`config.mk`:
```
export PLATFORM = sky130hd
export DESIGN_NAME = pmc_core
export DESIGN_NICKNAME = d
export VERILOG_FILES = /design/src/inc/pmc_pkg.sv /design/src/hw/pmc_sync.sv /design/src/hw/pmc_extreme.sv /design/src/hw/pmc_core.sv
export SDC_FILE = /design/constraint.sdc
export NUM_CORES = 1
export LEC_CHECK = 0
export CORE_MARGIN = 4
export CORE_UTILIZATION = 35
export DETAILED_ROUTE_END_ITERATION = 16
export DONT_BUFFER_PORTS = 1
export PLACE_DENSITY_LB_ADDON = 0.1
export SYNTH_ARGS = -nofsm -noshare
export SYNTH_HDL_FRONTEND = slang
export SYNTH_SLANG_ARGS = --single-unit
export TNS_END_PERCENT = 100
```
`constraint.sdc`:
```
create_clock -name core_clk -period 24.9 [get_ports core_clk]
set_input_delay 6.225 -clock core_clk [delete_from_list [all_inputs] [get_ports core_clk]]
set_output_delay 6.225 -clock core_clk [all_outputs]
set_load 0.02 [all_outputs]
```
`src/inc/pmc_pkg.sv`:
```
/*
 Shared constants and types of the power monitor core.
 Assumes the converter and the serial block run on core_clk.
*/
package pmc_pkg;
  localparam int RES_W  = 12;
  localparam int PWR_W  = 24;
  localparam int NUM_CH = 3;
  // Channel codes
  localparam logic [1:0] CH_SENSE  = 2'h0;
  localparam logic [1:0] CH_SUPPLY = 2'h1;
  localparam logic [1:0] CH_AUX    = 2'h2;
  // Control register fields
  localparam int CTL_SNAP = 7;
  localparam int CTL_CH_HI = 6;
  localparam int CTL_CH_LO = 5;
  localparam int CTL_BUSY = 3;
  localparam int CTL_VSEL = 2;
  localparam int CTL_SHDN = 1;
  localparam logic [7:0] CTRL_RST = 8'h00;
  // Register pointers
  localparam logic [7:0] REG_CTRL     = 8'h00;
  localparam logic [7:0] REG_ALERT_EN = 8'h01;
  localparam logic [7:0] REG_RESULT   = 8'h02;
  localparam logic [7:0] REG_POWER    = 8'h08;
  localparam logic [7:0] REG_EXTREME  = 8'h0B;
  localparam logic [7:0] REG_THRESH   = 8'h17;
  localparam logic [7:0] REG_FAULT    = 8'h23;
  localparam logic [7:0] RESULT_CNT   = 8'h06;
  localparam logic [7:0] POWER_CNT    = 8'h03;
  localparam logic [7:0] BLOCK12_CNT  = 8'h0C;
  // Slave addressing
  localparam logic [6:0] ADDR_BASE = 7'h67;
  localparam logic [6:0] ARA_ADDR  = 7'h0C;
  localparam logic [6:0] ADDR_STEP = 7'h03;
  localparam logic [1:0] PIN_LOW   = 2'h0;
  localparam logic [1:0] PIN_HIGH  = 2'h1;
  localparam logic [1:0] PIN_OPEN  = 2'h2;
  localparam logic [1:0] STRAP_WAIT = 2'h3;
  localparam logic [3:0] BYTE_BITS = 4'h8;
  // Reset values
  localparam logic [11:0] MIN_RST    = 12'hFFF;
  localparam logic [11:0] MAX_RST    = 12'h000;
  localparam logic [11:0] THR_LO_RST = 12'h000;
  localparam logic [11:0] THR_HI_RST = 12'hFFF;

  typedef enum logic [3:0] {
    BUS_IDLE = 4'h0, BUS_ADDR = 4'h1, BUS_ADDR_ACK = 4'h2,
    BUS_PTR = 4'h3, BUS_PTR_ACK = 4'h4, BUS_WDATA = 4'h5,
    BUS_WDATA_ACK = 4'h6, BUS_RDATA = 4'h7, BUS_RD_ACK = 4'h8
  } pmc_bus_state_t;

  typedef enum logic [0:0] {CV_IDLE = 1'b0, CV_WAIT = 1'b1} pmc_conv_state_t;

  typedef struct packed {
    logic       start;
    logic [1:0] chan;
    logic       supply_sel;
  } pmc_conv_req_t;

  typedef struct packed {
    logic              done;
    logic [RES_W-1:0]  data;
  } pmc_conv_res_t;
endpackage

```
`src/hw/pmc_sync.sv`:
```
/*
 Two flip-flop synchroniser for a vector of slow levels.
 Assumes each bit changes slowly against core_clk.
*/
`timescale 1ns/1ps
module pmc_sync import pmc_pkg::*; #(
  parameter int W = 1
) (
  input  wire logic         clk,
  input  wire logic         rst_n,
  input  wire logic [W-1:0] d,
  output logic      [W-1:0] q
);
  typedef struct packed {
    logic [W-1:0] meta;
    logic [W-1:0] stable;
  } pmc_sync_state_t;

  pmc_sync_state_t s_reg;
  pmc_sync_state_t s_next;

  if (W < 1) begin : g_chk
    $error("pmc_sync width must be at least one");
  end

  // Shift through two stages
  always_comb begin
    s_next        = s_reg;
    s_next.meta   = d;
    s_next.stable = s_reg.meta;
  end

  always_ff @(posedge clk or negedge rst_n) begin
    if (!rst_n) begin
      s_reg <= '0;
    end else begin
      s_reg <= s_next;
    end
  end

  assign q = s_reg.stable;
endmodule

```
`src/hw/pmc_extreme.sv`:
```
/*
 Running minimum and maximum of one converted quantity.
 Assumes en is a one-cycle pulse with data valid beside it.
*/
`timescale 1ns/1ps
module pmc_extreme import pmc_pkg::*; (
  input  wire logic             clk,
  input  wire logic             rst_n,
  input  wire logic             en,
  input  wire logic [RES_W-1:0] data,
  output logic      [RES_W-1:0] min_val,
  output logic      [RES_W-1:0] max_val
);
  typedef struct packed {
    logic [RES_W-1:0] lo;
    logic [RES_W-1:0] hi;
  } pmc_ext_state_t;

  pmc_ext_state_t s_reg;
  pmc_ext_state_t s_next;

  always_comb begin
    s_next = s_reg;
    if (en && data < s_reg.lo) begin
      s_next.lo = data;
    end
    if (en && data > s_reg.hi) begin
      s_next.hi = data;
    end
  end

  always_ff @(posedge clk or negedge rst_n) begin
    if (!rst_n) begin
      s_reg.lo <= MIN_RST;
      s_reg.hi <= MAX_RST;
    end else begin
      s_reg <= s_next;
    end
  end

  assign min_val = s_reg.lo;
  assign max_val = s_reg.hi;
endmodule

```
`src/hw/pmc_core.sv`:
```
/*
 Digital core of the power monitor: serial slave, converter sequencer,
 result, power, extreme and threshold registers, open-drain alert.
 Assumes a converter on core_clk that takes a start pulse and returns
 one done pulse with data; pins and supply status are asynchronous.
*/
`timescale 1ns/1ps
module pmc_core import pmc_pkg::*; #(
  parameter bit INVERT_OUT = 1'b0
) (
  input  wire logic          core_clk,
  input  wire logic          rstn,
  input  wire logic          scl_i,
  input  wire logic          serial_data_in,
  output logic               serial_data_out_o,
  output logic               serial_data_out_oe,
  output logic               alert_n_o,
  output logic               alert_n_oe,
  input  wire logic [1:0]    addr_select_hi,
  input  wire logic [1:0]    addr_select_lo,
  input  wire logic          internal_low_supply_ok,
  output pmc_conv_req_t      conv_req,
  input  wire pmc_conv_res_t conv_res,
  output logic               conv_enable
);
  typedef struct packed {
    logic [1:0]             strap_cnt;
    logic [6:0]             dev_addr;
    logic                   scl_q;
    logic                   sda_q;
    pmc_bus_state_t         bus_st;
    logic [3:0]             bit_cnt;
    logic [7:0]             shreg;
    logic [7:0]             ptr;
    logic                   rw;
    logic                   ara;
    logic                   sdo_low;
    logic [7:0]             ctrl;
    logic [5:0]             alert_en;
    logic [5:0][RES_W-1:0]  thr;
    logic [2:0][RES_W-1:0]  res;
    logic [PWR_W-1:0]       pwr;
    logic                   pwr_upd;
    logic [5:0]             fault;
    logic                   alert;
    pmc_conv_state_t        cv_st;
    logic [1:0]             scan_ch;
    logic [1:0]             cur_ch;
    logic                   snap_halt;
    pmc_conv_req_t          req;
  } pmc_core_state_t;

  pmc_core_state_t       s_reg;
  pmc_core_state_t       s_next;
  logic                  rst_n;
  logic [6:0]            pins_s;
  logic                  scl_s;
  logic                  sda_s;
  logic                  uv_ok_s;
  logic [1:0]            hi_s;
  logic [1:0]            lo_s;
  logic [2:0]            ext_en;
  logic [2:0][RES_W-1:0] min_v;
  logic [2:0][RES_W-1:0] max_v;
  logic [7:0]            rd_byte;
  logic [7:0]            tx_byte;
  logic [PWR_W-1:0]      pwr_prod;
  logic                  run_ok;
  logic                  ctl_wr;

  function automatic logic [7:0] half_byte(input logic [RES_W-1:0] v, input logic low_half);
    half_byte = low_half ? {v[3:0], 4'h0} : v[11:4];
  endfunction

  function automatic logic [1:0] tri_code(input logic [1:0] c);
    tri_code = (c == PIN_LOW || c == PIN_HIGH) ? c : PIN_OPEN;
  endfunction

  ////////////////////////////////////////////////////////////////////////////
  // Reset release and pin synchronisers
  pmc_sync #(.W(1)) u_rst_sync (
    .clk   (core_clk),
    .rst_n (rstn),
    .d     (1'b1),
    .q     (rst_n)
  );

  // Host pins sampled as plain levels
  pmc_sync #(.W(7)) u_pin_sync (
    .clk   (core_clk),
    .rst_n (rst_n),
    .d     ({scl_i, serial_data_in, internal_low_supply_ok, addr_select_hi, addr_select_lo}),
    .q     (pins_s)
  );

  assign {scl_s, sda_s, uv_ok_s, hi_s, lo_s} = pins_s;

  ////////////////////////////////////////////////////////////////////////////
  // Extreme trackers, one per channel
  for (genvar c = 0; c < NUM_CH; c++) begin : g_ext
    assign ext_en[c] = s_reg.cv_st == CV_WAIT && conv_res.done && run_ok && s_reg.cur_ch == 2'(c);
    pmc_extreme u_ext (
      .clk     (core_clk),
      .rst_n   (rst_n),
      .en      (ext_en[c]),
      .data    (conv_res.data),
      .min_val (min_v[c]),
      .max_val (max_v[c])
    );
  end

  // Converter runs only when powered and awake
  assign run_ok   = !s_reg.ctrl[CTL_SHDN] && uv_ok_s;
  assign pwr_prod = s_reg.res[0] * s_reg.res[1];

  ////////////////////////////////////////////////////////////////////////////
  // Register read decode
  always_comb begin
    logic [7:0] off;
    off     = 8'h00;
    rd_byte = 8'h00;
    if (s_reg.ptr == REG_CTRL) begin
      rd_byte = s_reg.ctrl;
    end else if (s_reg.ptr == REG_ALERT_EN) begin
      rd_byte = {2'b00, s_reg.alert_en};
    end else if (s_reg.ptr >= REG_RESULT && s_reg.ptr < REG_RESULT + RESULT_CNT) begin
      off     = s_reg.ptr - REG_RESULT;
      rd_byte = half_byte(s_reg.res[off[2:1]], off[0]);
    end else if (s_reg.ptr >= REG_POWER && s_reg.ptr < REG_POWER + POWER_CNT) begin
      off     = s_reg.ptr - REG_POWER;
      rd_byte = (off[1:0] == 2'h0) ? s_reg.pwr[23:16] : (off[1:0] == 2'h1) ? s_reg.pwr[15:8] : s_reg.pwr[7:0];
    end else if (s_reg.ptr >= REG_EXTREME && s_reg.ptr < REG_EXTREME + BLOCK12_CNT) begin
      off     = s_reg.ptr - REG_EXTREME;
      rd_byte = half_byte(off[1] ? max_v[off[3:2]] : min_v[off[3:2]], off[0]);
    end else if (s_reg.ptr >= REG_THRESH && s_reg.ptr < REG_THRESH + BLOCK12_CNT) begin
      off     = s_reg.ptr - REG_THRESH;
      rd_byte = half_byte(s_reg.thr[off[3:1]], off[0]);
    end else if (s_reg.ptr == REG_FAULT) begin
      rd_byte = {2'b00, s_reg.fault};
    end
  end

  assign tx_byte = s_reg.ara ? {s_reg.dev_addr, 1'b0} : rd_byte;

  ////////////////////////////////////////////////////////////////////////////
  // Next-state logic: strap capture, serial slave, sequencer
  always_comb begin
    logic       rise;
    logic       fall;
    logic       start_c;
    logic       stop_c;
    logic [7:0] off;
    logic [5:0] newf;
    logic [1:0] snap_ch;
    rise    = scl_s && !s_reg.scl_q;
    fall    = !scl_s && s_reg.scl_q;
    start_c = scl_s && s_reg.scl_q && s_reg.sda_q && !sda_s;
    stop_c  = scl_s && s_reg.scl_q && !s_reg.sda_q && sda_s;
    off     = 8'h00;
    newf    = 6'h00;
    snap_ch = (s_reg.ctrl[CTL_CH_HI:CTL_CH_LO] == 2'h3) ? CH_AUX : s_reg.ctrl[CTL_CH_HI:CTL_CH_LO];
    ctl_wr  = 1'b0;
    s_next  = s_reg;
    s_next.scl_q     = scl_s;
    s_next.sda_q     = sda_s;
    s_next.req.start = 1'b0;
    s_next.pwr_upd   = 1'b0;

    // Address straps caught after reset release
    if (s_reg.strap_cnt != STRAP_WAIT) begin
      s_next.strap_cnt = s_reg.strap_cnt + 2'h1;
      s_next.dev_addr  = ADDR_BASE + {5'h00, tri_code(hi_s)} * ADDR_STEP + {5'h00, tri_code(lo_s)};
    end

    if (start_c) begin
      s_next.bus_st  = BUS_ADDR;
      s_next.bit_cnt = 4'h0;
      s_next.sdo_low = 1'b0;
      s_next.ara     = 1'b0;
    end else if (stop_c) begin
      s_next.bus_st  = BUS_IDLE;
      s_next.sdo_low = 1'b0;
    end else begin
      case (s_reg.bus_st)
        BUS_ADDR, BUS_PTR, BUS_WDATA: begin
          if (rise) begin
            s_next.shreg   = {s_reg.shreg[6:0], sda_s};
            s_next.bit_cnt = s_reg.bit_cnt + 4'h1;
          end
          if (fall && s_reg.bit_cnt == BYTE_BITS) begin
            s_next.bit_cnt = 4'h0;
            s_next.sdo_low = 1'b1;
            if (s_reg.bus_st == BUS_ADDR) begin
              // Answer only own or response address
              if (s_reg.shreg[7:1] == s_reg.dev_addr) begin
                s_next.rw     = s_reg.shreg[0];
                s_next.bus_st = BUS_ADDR_ACK;
              end else if (s_reg.shreg[7:1] == ARA_ADDR && s_reg.shreg[0] && s_reg.alert) begin
                s_next.rw     = 1'b1;
                s_next.ara    = 1'b1;
                s_next.bus_st = BUS_ADDR_ACK;
              end else begin
                s_next.sdo_low = 1'b0;
                s_next.bus_st  = BUS_IDLE;
              end
            end else if (s_reg.bus_st == BUS_PTR) begin
              s_next.ptr    = s_reg.shreg;
              s_next.bus_st = BUS_PTR_ACK;
            end else begin
              s_next.ptr    = s_reg.ptr + 8'h01;
              s_next.bus_st = BUS_WDATA_ACK;
              if (s_reg.ptr == REG_CTRL) begin
                ctl_wr = 1'b1;
                s_next.ctrl = {s_reg.shreg[7:4], s_reg.ctrl[CTL_BUSY], s_reg.shreg[2:0]};
                s_next.snap_halt = 1'b0;
              end else if (s_reg.ptr == REG_ALERT_EN) begin
                s_next.alert_en = s_reg.shreg[5:0];
              end else if (s_reg.ptr >= REG_THRESH && s_reg.ptr < REG_THRESH + BLOCK12_CNT) begin
                off = s_reg.ptr - REG_THRESH;
                if (off[0]) begin
                  s_next.thr[off[3:1]][3:0] = s_reg.shreg[7:4];
                end else begin
                  s_next.thr[off[3:1]][11:4] = s_reg.shreg;
                end
              end
            end
          end
        end
        BUS_ADDR_ACK: begin
          if (fall && s_reg.rw) begin
            s_next.shreg   = {tx_byte[6:0], 1'b0};
            s_next.sdo_low = !tx_byte[7];
            s_next.ptr     = s_reg.ara ? s_reg.ptr : s_reg.ptr + 8'h01;
            s_next.bus_st  = BUS_RDATA;
          end else if (fall) begin
            s_next.sdo_low = 1'b0;
            s_next.bus_st  = BUS_PTR;
          end
        end
        BUS_PTR_ACK, BUS_WDATA_ACK: begin
          if (fall) begin
            s_next.sdo_low = 1'b0;
            s_next.bus_st  = BUS_WDATA;
          end
        end
        BUS_RDATA: begin
          if (rise) begin
            s_next.bit_cnt = s_reg.bit_cnt + 4'h1;
          end
          // Next bit set up for the host's rising edge
          if (fall && s_reg.bit_cnt == BYTE_BITS) begin
            s_next.bit_cnt = 4'h0;
            s_next.sdo_low = 1'b0;
            s_next.bus_st  = BUS_RD_ACK;
          end else if (fall) begin
            s_next.sdo_low = !s_reg.shreg[7];
            s_next.shreg   = {s_reg.shreg[6:0], 1'b0};
          end
        end
        BUS_RD_ACK: begin
          if (rise && s_reg.ara) begin
            // Alert released once its source is reported
            s_next.alert  = 1'b0;
            s_next.fault  = 6'h00;
            s_next.bus_st = BUS_IDLE;
          end else if (rise && sda_s) begin
            s_next.bus_st = BUS_IDLE;
          end else if (fall) begin
            s_next.shreg   = {tx_byte[6:0], 1'b0};
            s_next.sdo_low = !tx_byte[7];
            s_next.ptr     = s_reg.ptr + 8'h01;
            s_next.bus_st  = BUS_RDATA;
          end
        end
        default: begin
          s_next.bus_st = BUS_IDLE;
        end
      endcase
    end

    // Refresh power after a current or voltage result
    if (s_reg.pwr_upd) begin
      s_next.pwr = pwr_prod;
    end

    // Converter sequencer
    case (s_reg.cv_st)
      CV_IDLE: begin
        // Snapshot runs once, scan restarts whenever run_ok holds and no control write lands
        if (run_ok && s_reg.ctrl[CTL_SNAP] && !s_reg.snap_halt && !ctl_wr) begin
          s_next.req = '{start: 1'b1, chan: snap_ch, supply_sel: s_reg.ctrl[CTL_VSEL]};
          s_next.cur_ch = snap_ch;
          s_next.ctrl[CTL_BUSY] = 1'b1;
          s_next.cv_st = CV_WAIT;
        end else if (run_ok && !s_reg.ctrl[CTL_SNAP] && !ctl_wr) begin
          s_next.req = '{start: 1'b1, chan: s_reg.scan_ch, supply_sel: s_reg.ctrl[CTL_VSEL]};
          s_next.cur_ch = s_reg.scan_ch;
          s_next.cv_st = CV_WAIT;
        end
      end
      CV_WAIT: begin
        if (!run_ok) begin
          s_next.ctrl[CTL_BUSY] = 1'b0;
          s_next.cv_st = CV_IDLE;
        end else if (conv_res.done) begin
          s_next.res[s_reg.cur_ch] = conv_res.data;
          s_next.pwr_upd = s_reg.cur_ch != CH_AUX;
          newf[{s_reg.cur_ch, 1'b0}] = conv_res.data < s_reg.thr[{s_reg.cur_ch, 1'b0}];
          newf[{s_reg.cur_ch, 1'b1}] = conv_res.data > s_reg.thr[{s_reg.cur_ch, 1'b1}];
          newf = newf & s_reg.alert_en;
          // Set wins over a response clear
          s_next.fault = s_next.fault | newf;
          s_next.alert = s_next.alert | (|newf);
          s_next.cv_st = CV_IDLE;
          if (s_reg.ctrl[CTL_BUSY]) begin // Busy marks a snapshot, not a scan overtaken by a write
            // Busy clears; the converter halts unless a control write lands in the same cycle
            s_next.ctrl[CTL_BUSY] = 1'b0;
            s_next.snap_halt = !ctl_wr;
          end else begin
            s_next.scan_ch = (s_reg.scan_ch == CH_AUX) ? CH_SENSE : s_reg.scan_ch + 2'h1;
          end
        end
      end
      default: begin
        s_next.cv_st = CV_IDLE;
      end
    endcase
  end

  always_ff @(posedge core_clk or negedge rst_n) begin
    if (!rst_n) begin
      s_reg          <= '0;
      s_reg.dev_addr <= ADDR_BASE;
      s_reg.ctrl     <= CTRL_RST;
      s_reg.thr      <= {3{THR_HI_RST, THR_LO_RST}};
      s_reg.scan_ch  <= CH_SENSE;
    end else begin
      s_reg <= s_next;
    end
  end

  ////////////////////////////////////////////////////////////////////////////
  // Outputs: open-drain pulls, converter request
  // Separate data output, optionally inverted
  assign serial_data_out_o  = 1'b0;
  assign serial_data_out_oe = INVERT_OUT ? !s_reg.sdo_low : s_reg.sdo_low;
  assign alert_n_o          = 1'b0;
  assign alert_n_oe         = s_reg.alert;
  assign conv_req           = s_reg.req;
  assign conv_enable        = run_ok;
endmodule

```
==> results_dict.tcl, run 1 <==
set metrics [dict create \
    status "finished clean" \
    portBuffers 0 \
    drtIter0Drc 844 \
    ys_top_cells_by_area "dfrtp_1 (25%), mux2_2 (12%), ha_1 (9.9%)" \
    crit_chain "ha_1, a21o_1, a21o_1, a21o_1, a21oi_1, o21a_1, o21ai_0, a31oi_1, mux2_2" \
    cts_tree "yes" \
    drcViolationCount 0 \
    finalNetCount 2350 \
    rows 90 \
    io_pins 31 \
    slowest_delay_ns 0.98 \
    period_minus_slack_ns 8.321 \
    cts-resized-gates 0 \
    synth_top_cell_by_area "dfrtp_1" \
    grt_start_max_net_pins 154 \
    antenna_found_initial 1 \
    hold_violations 0 \
    clk_latency_ns 0.55 \
    crit-reg2reg-capture "s_reg[38]" \
    grt_remaining_overflow 0 \
    syn-cell-area_um2 21260 \
    synth_area_per_cell_um2 10.08 \
    post_cts_buffers 0 \
    crit_required_ns 25.36 \
    yosysSeqAreaShare_pct 34.34 \
    crit_fanout 17 \
    grt_first_pass_wirelength_mm 98.02 \
    finalWeightedCongestion 0.8385 \
    rsz0062_at_grt "false" \
    fin_cells 2871 \
    path_common_cell "a21o_1" \
    synth_most_common_cell "mux2_2" \
    cts_max_level 2 \
    core_um2 60250 \
    synth.cells.most_frequent "mux2_2 (225), inv_1 (222), dfrtp_1 (213)" \
    clk_path_buf_depth 3 \
    grt_pass1_vias 16280 \
    initial_utilization_pct 35.29 \
    slew_headroom_pct 10.86 \
    hpwl_mm 43.32 \
    die_h_um 254.5 \
    tns_ns 0 \
    criticalPathCategory "input pin to register" \
    arrival_ns 8.78 \
    yosys_most_used_dff "dfrtp_1" \
    synth_cell_types 75 \
    fin_crit_sh_pct 33.42 \
    syn_inst 2109 \
    cts-root-buf "clkbuf_16" \
    syn2layout_area_growth_pct 9.780 \
    viasPerCell 5.404 \
    timing.rr.start "s_reg[45]" \
    cap_violations 0 \
    synth_top_area_share_pct 25.07 \
    first_pass_iters 5 \
    design.die.area_um2 64760 \
    skew_ns 0.02686 \
    cts_sinks 288 \
    end_kind "register" \
    layout-drive-gt1-share_pct 20.02 \
    tightestPinTransition_ns 1.331 \
    critPathSlowestCell "a31oi_1" \
    routed_wl_mm 62.25 \
    largest_reg_flops 194 \
    min_from "u_rst_sync.s_next[0]" \
    slew_viol_final 0 \
    hold_end "u_rst_sync.q" \
    wl_per_cell_um 21.68 \
    r2r_cells 18 \
    clock.fmax_ghz 0.1202 \
    holdPathStages 0 \
    startpoint_type "input pin" \
    postCtsHoldBufs 0 \
    die_w_um 254.5 \
    cts-buffers-inserted 38 \
    dp.cells 2800 \
    finalSetupViolCount 0 \
    yosysWarnings 0 \
    globalRouteTotalUtil_pct 19.59 \
    ys_ff_latch 288 \
    synth_edf_count 0 \
    drtAntennaViolNets 0 \
    vias 15520 \
    min_path_type "register to register" \
    synth_async_sr_flop_share_pct 100.0 \
    regToRegSetupSlack_ns 19.17 \
    path_clk_slew_ns 0.06 \
]
-- worst max-delay path by stage --
stage                            start                    endpoint  cells after the start
final                      conv_res[1]  g_ext[1].u_ext.min_val[10]                      9
after floorplan           u_rst_sync.q                  alert_n_oe                      0
after global routing       conv_res[1]  g_ext[1].u_ext.min_val[10]                      9
after CTS                  conv_res[1]   g_ext[2].u_ext.min_val[3]                      9
after detailed placement   conv_res[1]   g_ext[2].u_ext.min_val[7]                      9
after global placement     conv_res[1]   g_ext[2].u_ext.min_val[2]                      9
-- per-stage QoR --
step | util (%) | worst slack [ns] | instance area, um2 | hold WS, ns
final | 38.75 | 16.58 | 23340 | 0.3415
after global routing | 38.74 | 16.41 | 23340 | 0.3376
after CTS | 38.73 | 16.62 | 23330 | 0.3410
after detailed placement | 36.58 | 16.00 | 22030 | 0.3379
after global placement | 36.58 | 16.06 | 22030 | 0.3332
after floorplan | - | 16.41 | 21270 | 0.3312
-- kinds of logic after synthesis --
kind of cell	count (synthesis)	synth area share, %
multiplexers	290	15.80
XOR/XNOR	35	1.442
adder cells (fa/ha/maj)	269	19.40
buffers and inverters	333	5.990
other	2	0.03532
AND/OR/NAND/NOR	516	11.73
AO/OA/AOI/OAI	376	11.27
flip-flops	288	34.34
-- worst max-delay path, delay by kind of cell --
kind	cells	cell delay (ns)
compound gates	7	1.84
fa+ha+maj	1	0.27
mux	1	0.44
-- placed cells by master, fill, tap and decap left out, types with 11 or more instances in the layout --
| master | instances |
|---|---|
| mux2_2 | 225 |
| inv_1 | 222 |
| dfrtp_1 | 211 |
| nand2_1 | 195 |
| ha_1 | 167 |
| a21oi_1 | 108 |
| nor2_1 | 105 |
| fa_1 | 101 |
| o21ai_0 | 84 |
| dfstp_2 | 75 |
| and2_1 | 65 |
| mux2i_1 | 51 |
| clkbuf_16 | 39 |
| a21o_1 | 36 |
| nand3_1 | 26 |
| nor3_1 | 25 |
| xnor2_1 | 24 |
| a31oi_1 | 20 |
| nor2b_1 | 18 |
| buf_4 | 18 |
| nand4_1 | 17 |
| nand2b_1 | 16 |
| o22ai_1 | 14 |
| mux4_2 | 14 |
| o21a_1 | 13 |
| o211ai_1 | 13 |
| clkbuf_1 | 11 |
-- layer usage --
metal  up-vias  track usage [%]  part of all wire, %
li1       7183                -                    -
met1      7927            26.62                   45
met2       305            32.49                   47
met3        99            2.988                  4.1
met4         2            6.082                  3.1
met5         -                0                0.022
-- layout make-up --
type,count,area [um2]
Fill cell,5950,36900
Multi-Input combinational cell,1489,12770
Sequential cell,288,7306
Clock buffer,56,1100
Tap cell,782,978.4
Inverter,223,837.1
Clock inverter,13,197.7
Timing Repair Buffer,19,155.1
Antenna cell,1,2.502
Power of run 1 is left out: the tool's default activity adds up to more than one toggle a clock period on the data nets, which glitch-free logic cannot reach.
==> inputs of run 2 (changes only) <==
ABC_AREA = 1   (was unset)
clock period = 7.47 ns   (was 24.9 ns; I/O delays follow)
==> results_dict.tcl, run 2 <==
set metrics [dict create \
    grt_first_pass_wirelength_mm 110.9 \
    synth_area_per_cell_um2 7.565 \
    mostFrequentLayoutCell "nand2_1" \
    first_pass_iters 5 \
    grt_remaining_overflow 0 \
    wl_per_cell_um 19.36 \
    synth_most_common_cell "nand2_1" \
    skew_ns 0.02425 \
    synth_cell_types 55 \
    die_h_um 255.7 \
    synth_top_area_share_pct 24.82 \
    grt_start_max_net_pins 172 \
    rsz0062_at_grt "false" \
    largest_reg_flops 194 \
    yosysSeqAreaShare_pct 33.99 \
    layout-drive-gt1-share_pct 6.397 \
    arrival_ns 5.87 \
    top_layer "met4" \
    slew_viol_final 0 \
    syn-cell-area_um2 21480 \
    cap_violations 0 \
    ir_drop_uv 386.2 \
    placed_cell_area_um2 22170 \
    hold_end "u_rst_sync.q" \
    tns_ns 0 \
    wl_met1_mm 32.75 \
    cts_max_level 2 \
    final_util_pct 38.66 \
    crit_required_ns 7.91 \
    antenna_found_initial 0 \
    hold_violations 0 \
    core_um2 60580 \
    min_from "u_rst_sync.s_next[0]" \
    hpwl_mm 51.12 \
    postCtsHoldBufs 0 \
    p_leak_nw 11.64 \
    tightestPinTransition_ns 1.169 \
    post_cts_buffers 0 \
    synth_top_cell_by_area "dfrtp_1" \
    synth_async_sr_flop_share_pct 100.0 \
    fin_area_um2 23420 \
    initial_utilization_pct 35.45 \
    r2r_cells 18 \
    powerDensity_nw_per_um2 527.5 \
    layout_common_cells "nand2_1 (774), inv_1 (453), o21ai_0 (309), dfrtp_1 (212), ha_1 (167)" \
    cts_tree "yes" \
    num_antenna_cells 0 \
    slew_headroom_pct 22.06 \
    wl_met3_mm 3.499 \
    routed_wl_mm 69.61 \
    drcViolationCount 0 \
    die_w_um 255.7 \
    drtAntennaViolNets 0 \
    criticalPathCategory "register to register" \
    holdPathStages 0 \
    cts-root-buf "clkbuf_16" \
    globalRouteTotalUtil_pct 21.29 \
    synth_edf_count 0 \
    register_area_um2 7305 \
    cts-resized-gates 0 \
    rows 90 \
    regToRegSetupSlack_ns 2.04 \
    clk_latency_ns 0.57 \
    grt_pass1_vias 18870 \
    met2WireLength_mm 31.25 \
    synth.cells.most_frequent "nand2_1 (774), inv_1 (453), o21ai_0 (309)" \
    min_path_type "register to register" \
    path_clk_slew_ns 0.06 \
    viasPerCell 5.188 \
    status "finished clean" \
    finalWeightedCongestion 0.8880 \
    syn_inst 2839 \
    portBuffers 0 \
    crit_fanout 14 \
    finalSetupViolCount 0 \
    ys_ff_latch 288 \
    totalPowerFinal_w 0.01236 \
    startpoint_type "register" \
    vias 18660 \
    design.die.area_um2 65390 \
    drtIter0Drc 1382 \
    end_kind "register" \
    clock.fmax_ghz 0.1840 \
    timing.rr.start "s_reg[50]" \
    crit-reg2reg-capture "s_reg[36]" \
    ys_top_cells_by_area "dfrtp_1 (25%), nand2_1 (14%), ha_1 (9.8%)" \
    cts-buffers-inserted 37 \
    fill_cells 6377 \
    cts_sinks 288 \
    finalNetCount 3077 \
    hold_ws_ns 0.3452 \
    period_minus_slack_ns 5.434 \
    clk_path_buf_depth 3 \
    io_pins 31 \
    syn2layout_area_growth_pct 9.059 \
    multi_input_area_um2 12020 \
    yosys_most_used_dff "dfrtp_1" \
    fin_crit_sh_pct 72.74 \
    yosysWarnings 0 \
]
## run 2: cell count changes after synthesis, moves of 23 or more
cell	before	now
mux2_2	225	1
mux2i_1	51	1
nand2_1	195	774
and2_1	65	1
nor2_1	105	128
o21ai_1	0	50
nand3_1	26	99
o21ai_0	85	309
a21oi_1	108	147
a21o_1	36	1
inv_1	222	453
## run 2: cell families after synthesis
group | after synthesis | share of synthesized area (%)
compound gates | 606 | 15.19
xor+xnor | 14 | 0.5709
fa+ha+maj | 269 | 19.20
buf+inv | 573 | 10.17
flops | 288 | 33.99
mux | 2 | 0.09903
other cells | 2 | 0.03497
simple gates | 1085 | 20.74
## run 2: area by class of cell
type / count / area share (%)
Clock buffer: 56 / 4.562
Clock inverter: 11 / 0.7745
Tap cell: 782 / 4.177
Sequential cell: 288 / 31.18
Inverter: 465 / 7.452
Multi-Input combinational cell: 1979 / 51.32
Timing Repair Buffer: 15 / 0.5342
## run 2: stage by stage
step,setup WS (ns),std cells
3_5_place_dp,2.092,3529
2_1_floorplan,2.528,2840
5_1_grt,1.724,3596
4_1_cts,2.055,3596
6_report,2.036,3596
3_3_place_gp,2.206,3529
## run 2: power breakdown
group / total (W) / switching, W / internal, W
clock: 0.00186 / 0.000733 / 0.00113
sequential: 0.00258 / 0.000574 / 0.00200
combinational: 0.00792 / 0.00529 / 0.00263
total: 0.0124 / 0.00659 / 0.00576
## run 2: worst max-delay path by stage
stage,startpoint,end,slack [ns],cells past startpoint
detailed placement,s_reg[50],s_reg[36],2.09,18
global placement,s_reg[45],s_reg[35],2.21,22
CTS,s_reg[50],s_reg[36],2.06,18
floorplan,s_reg[59],s_reg[36],2.53,19
finish,s_reg[50],s_reg[36],2.04,18
global route,s_reg[45],s_reg[36],1.72,18
## run 2: routing by layer
| metal | vias to the layer above | GRT usage (%) |
|---|---|---|
| met3 | 107 | 2.879 |
| met4 | 0 | 6.156 |
| met5 | - | 0 |
| met1 | 9103 | 30.21 |
| met2 | 452 | 34.14 |
| li1 | 8993 | - |
## run 2: critical path: stages, from the launching register on
cell	delay (ns)
dfrtp_1	0.68
nand2_1	0.15
fa_1	0.57
inv_1	0.05
fa_1	0.54
fa_1	0.45
fa_1	0.55
inv_1	0.06
fa_1	0.52
inv_1	0.04
ha_1	0.33
a21o_1	0.22
a21boi_0	0.31
o221ai_1	0.26
nand2_1	0.11
nand2_1	0.07
or2_2	0.27
nand3_1	0.07
nand2_1	0.05
Note: power is estimated with default switching activity, not from simulation.
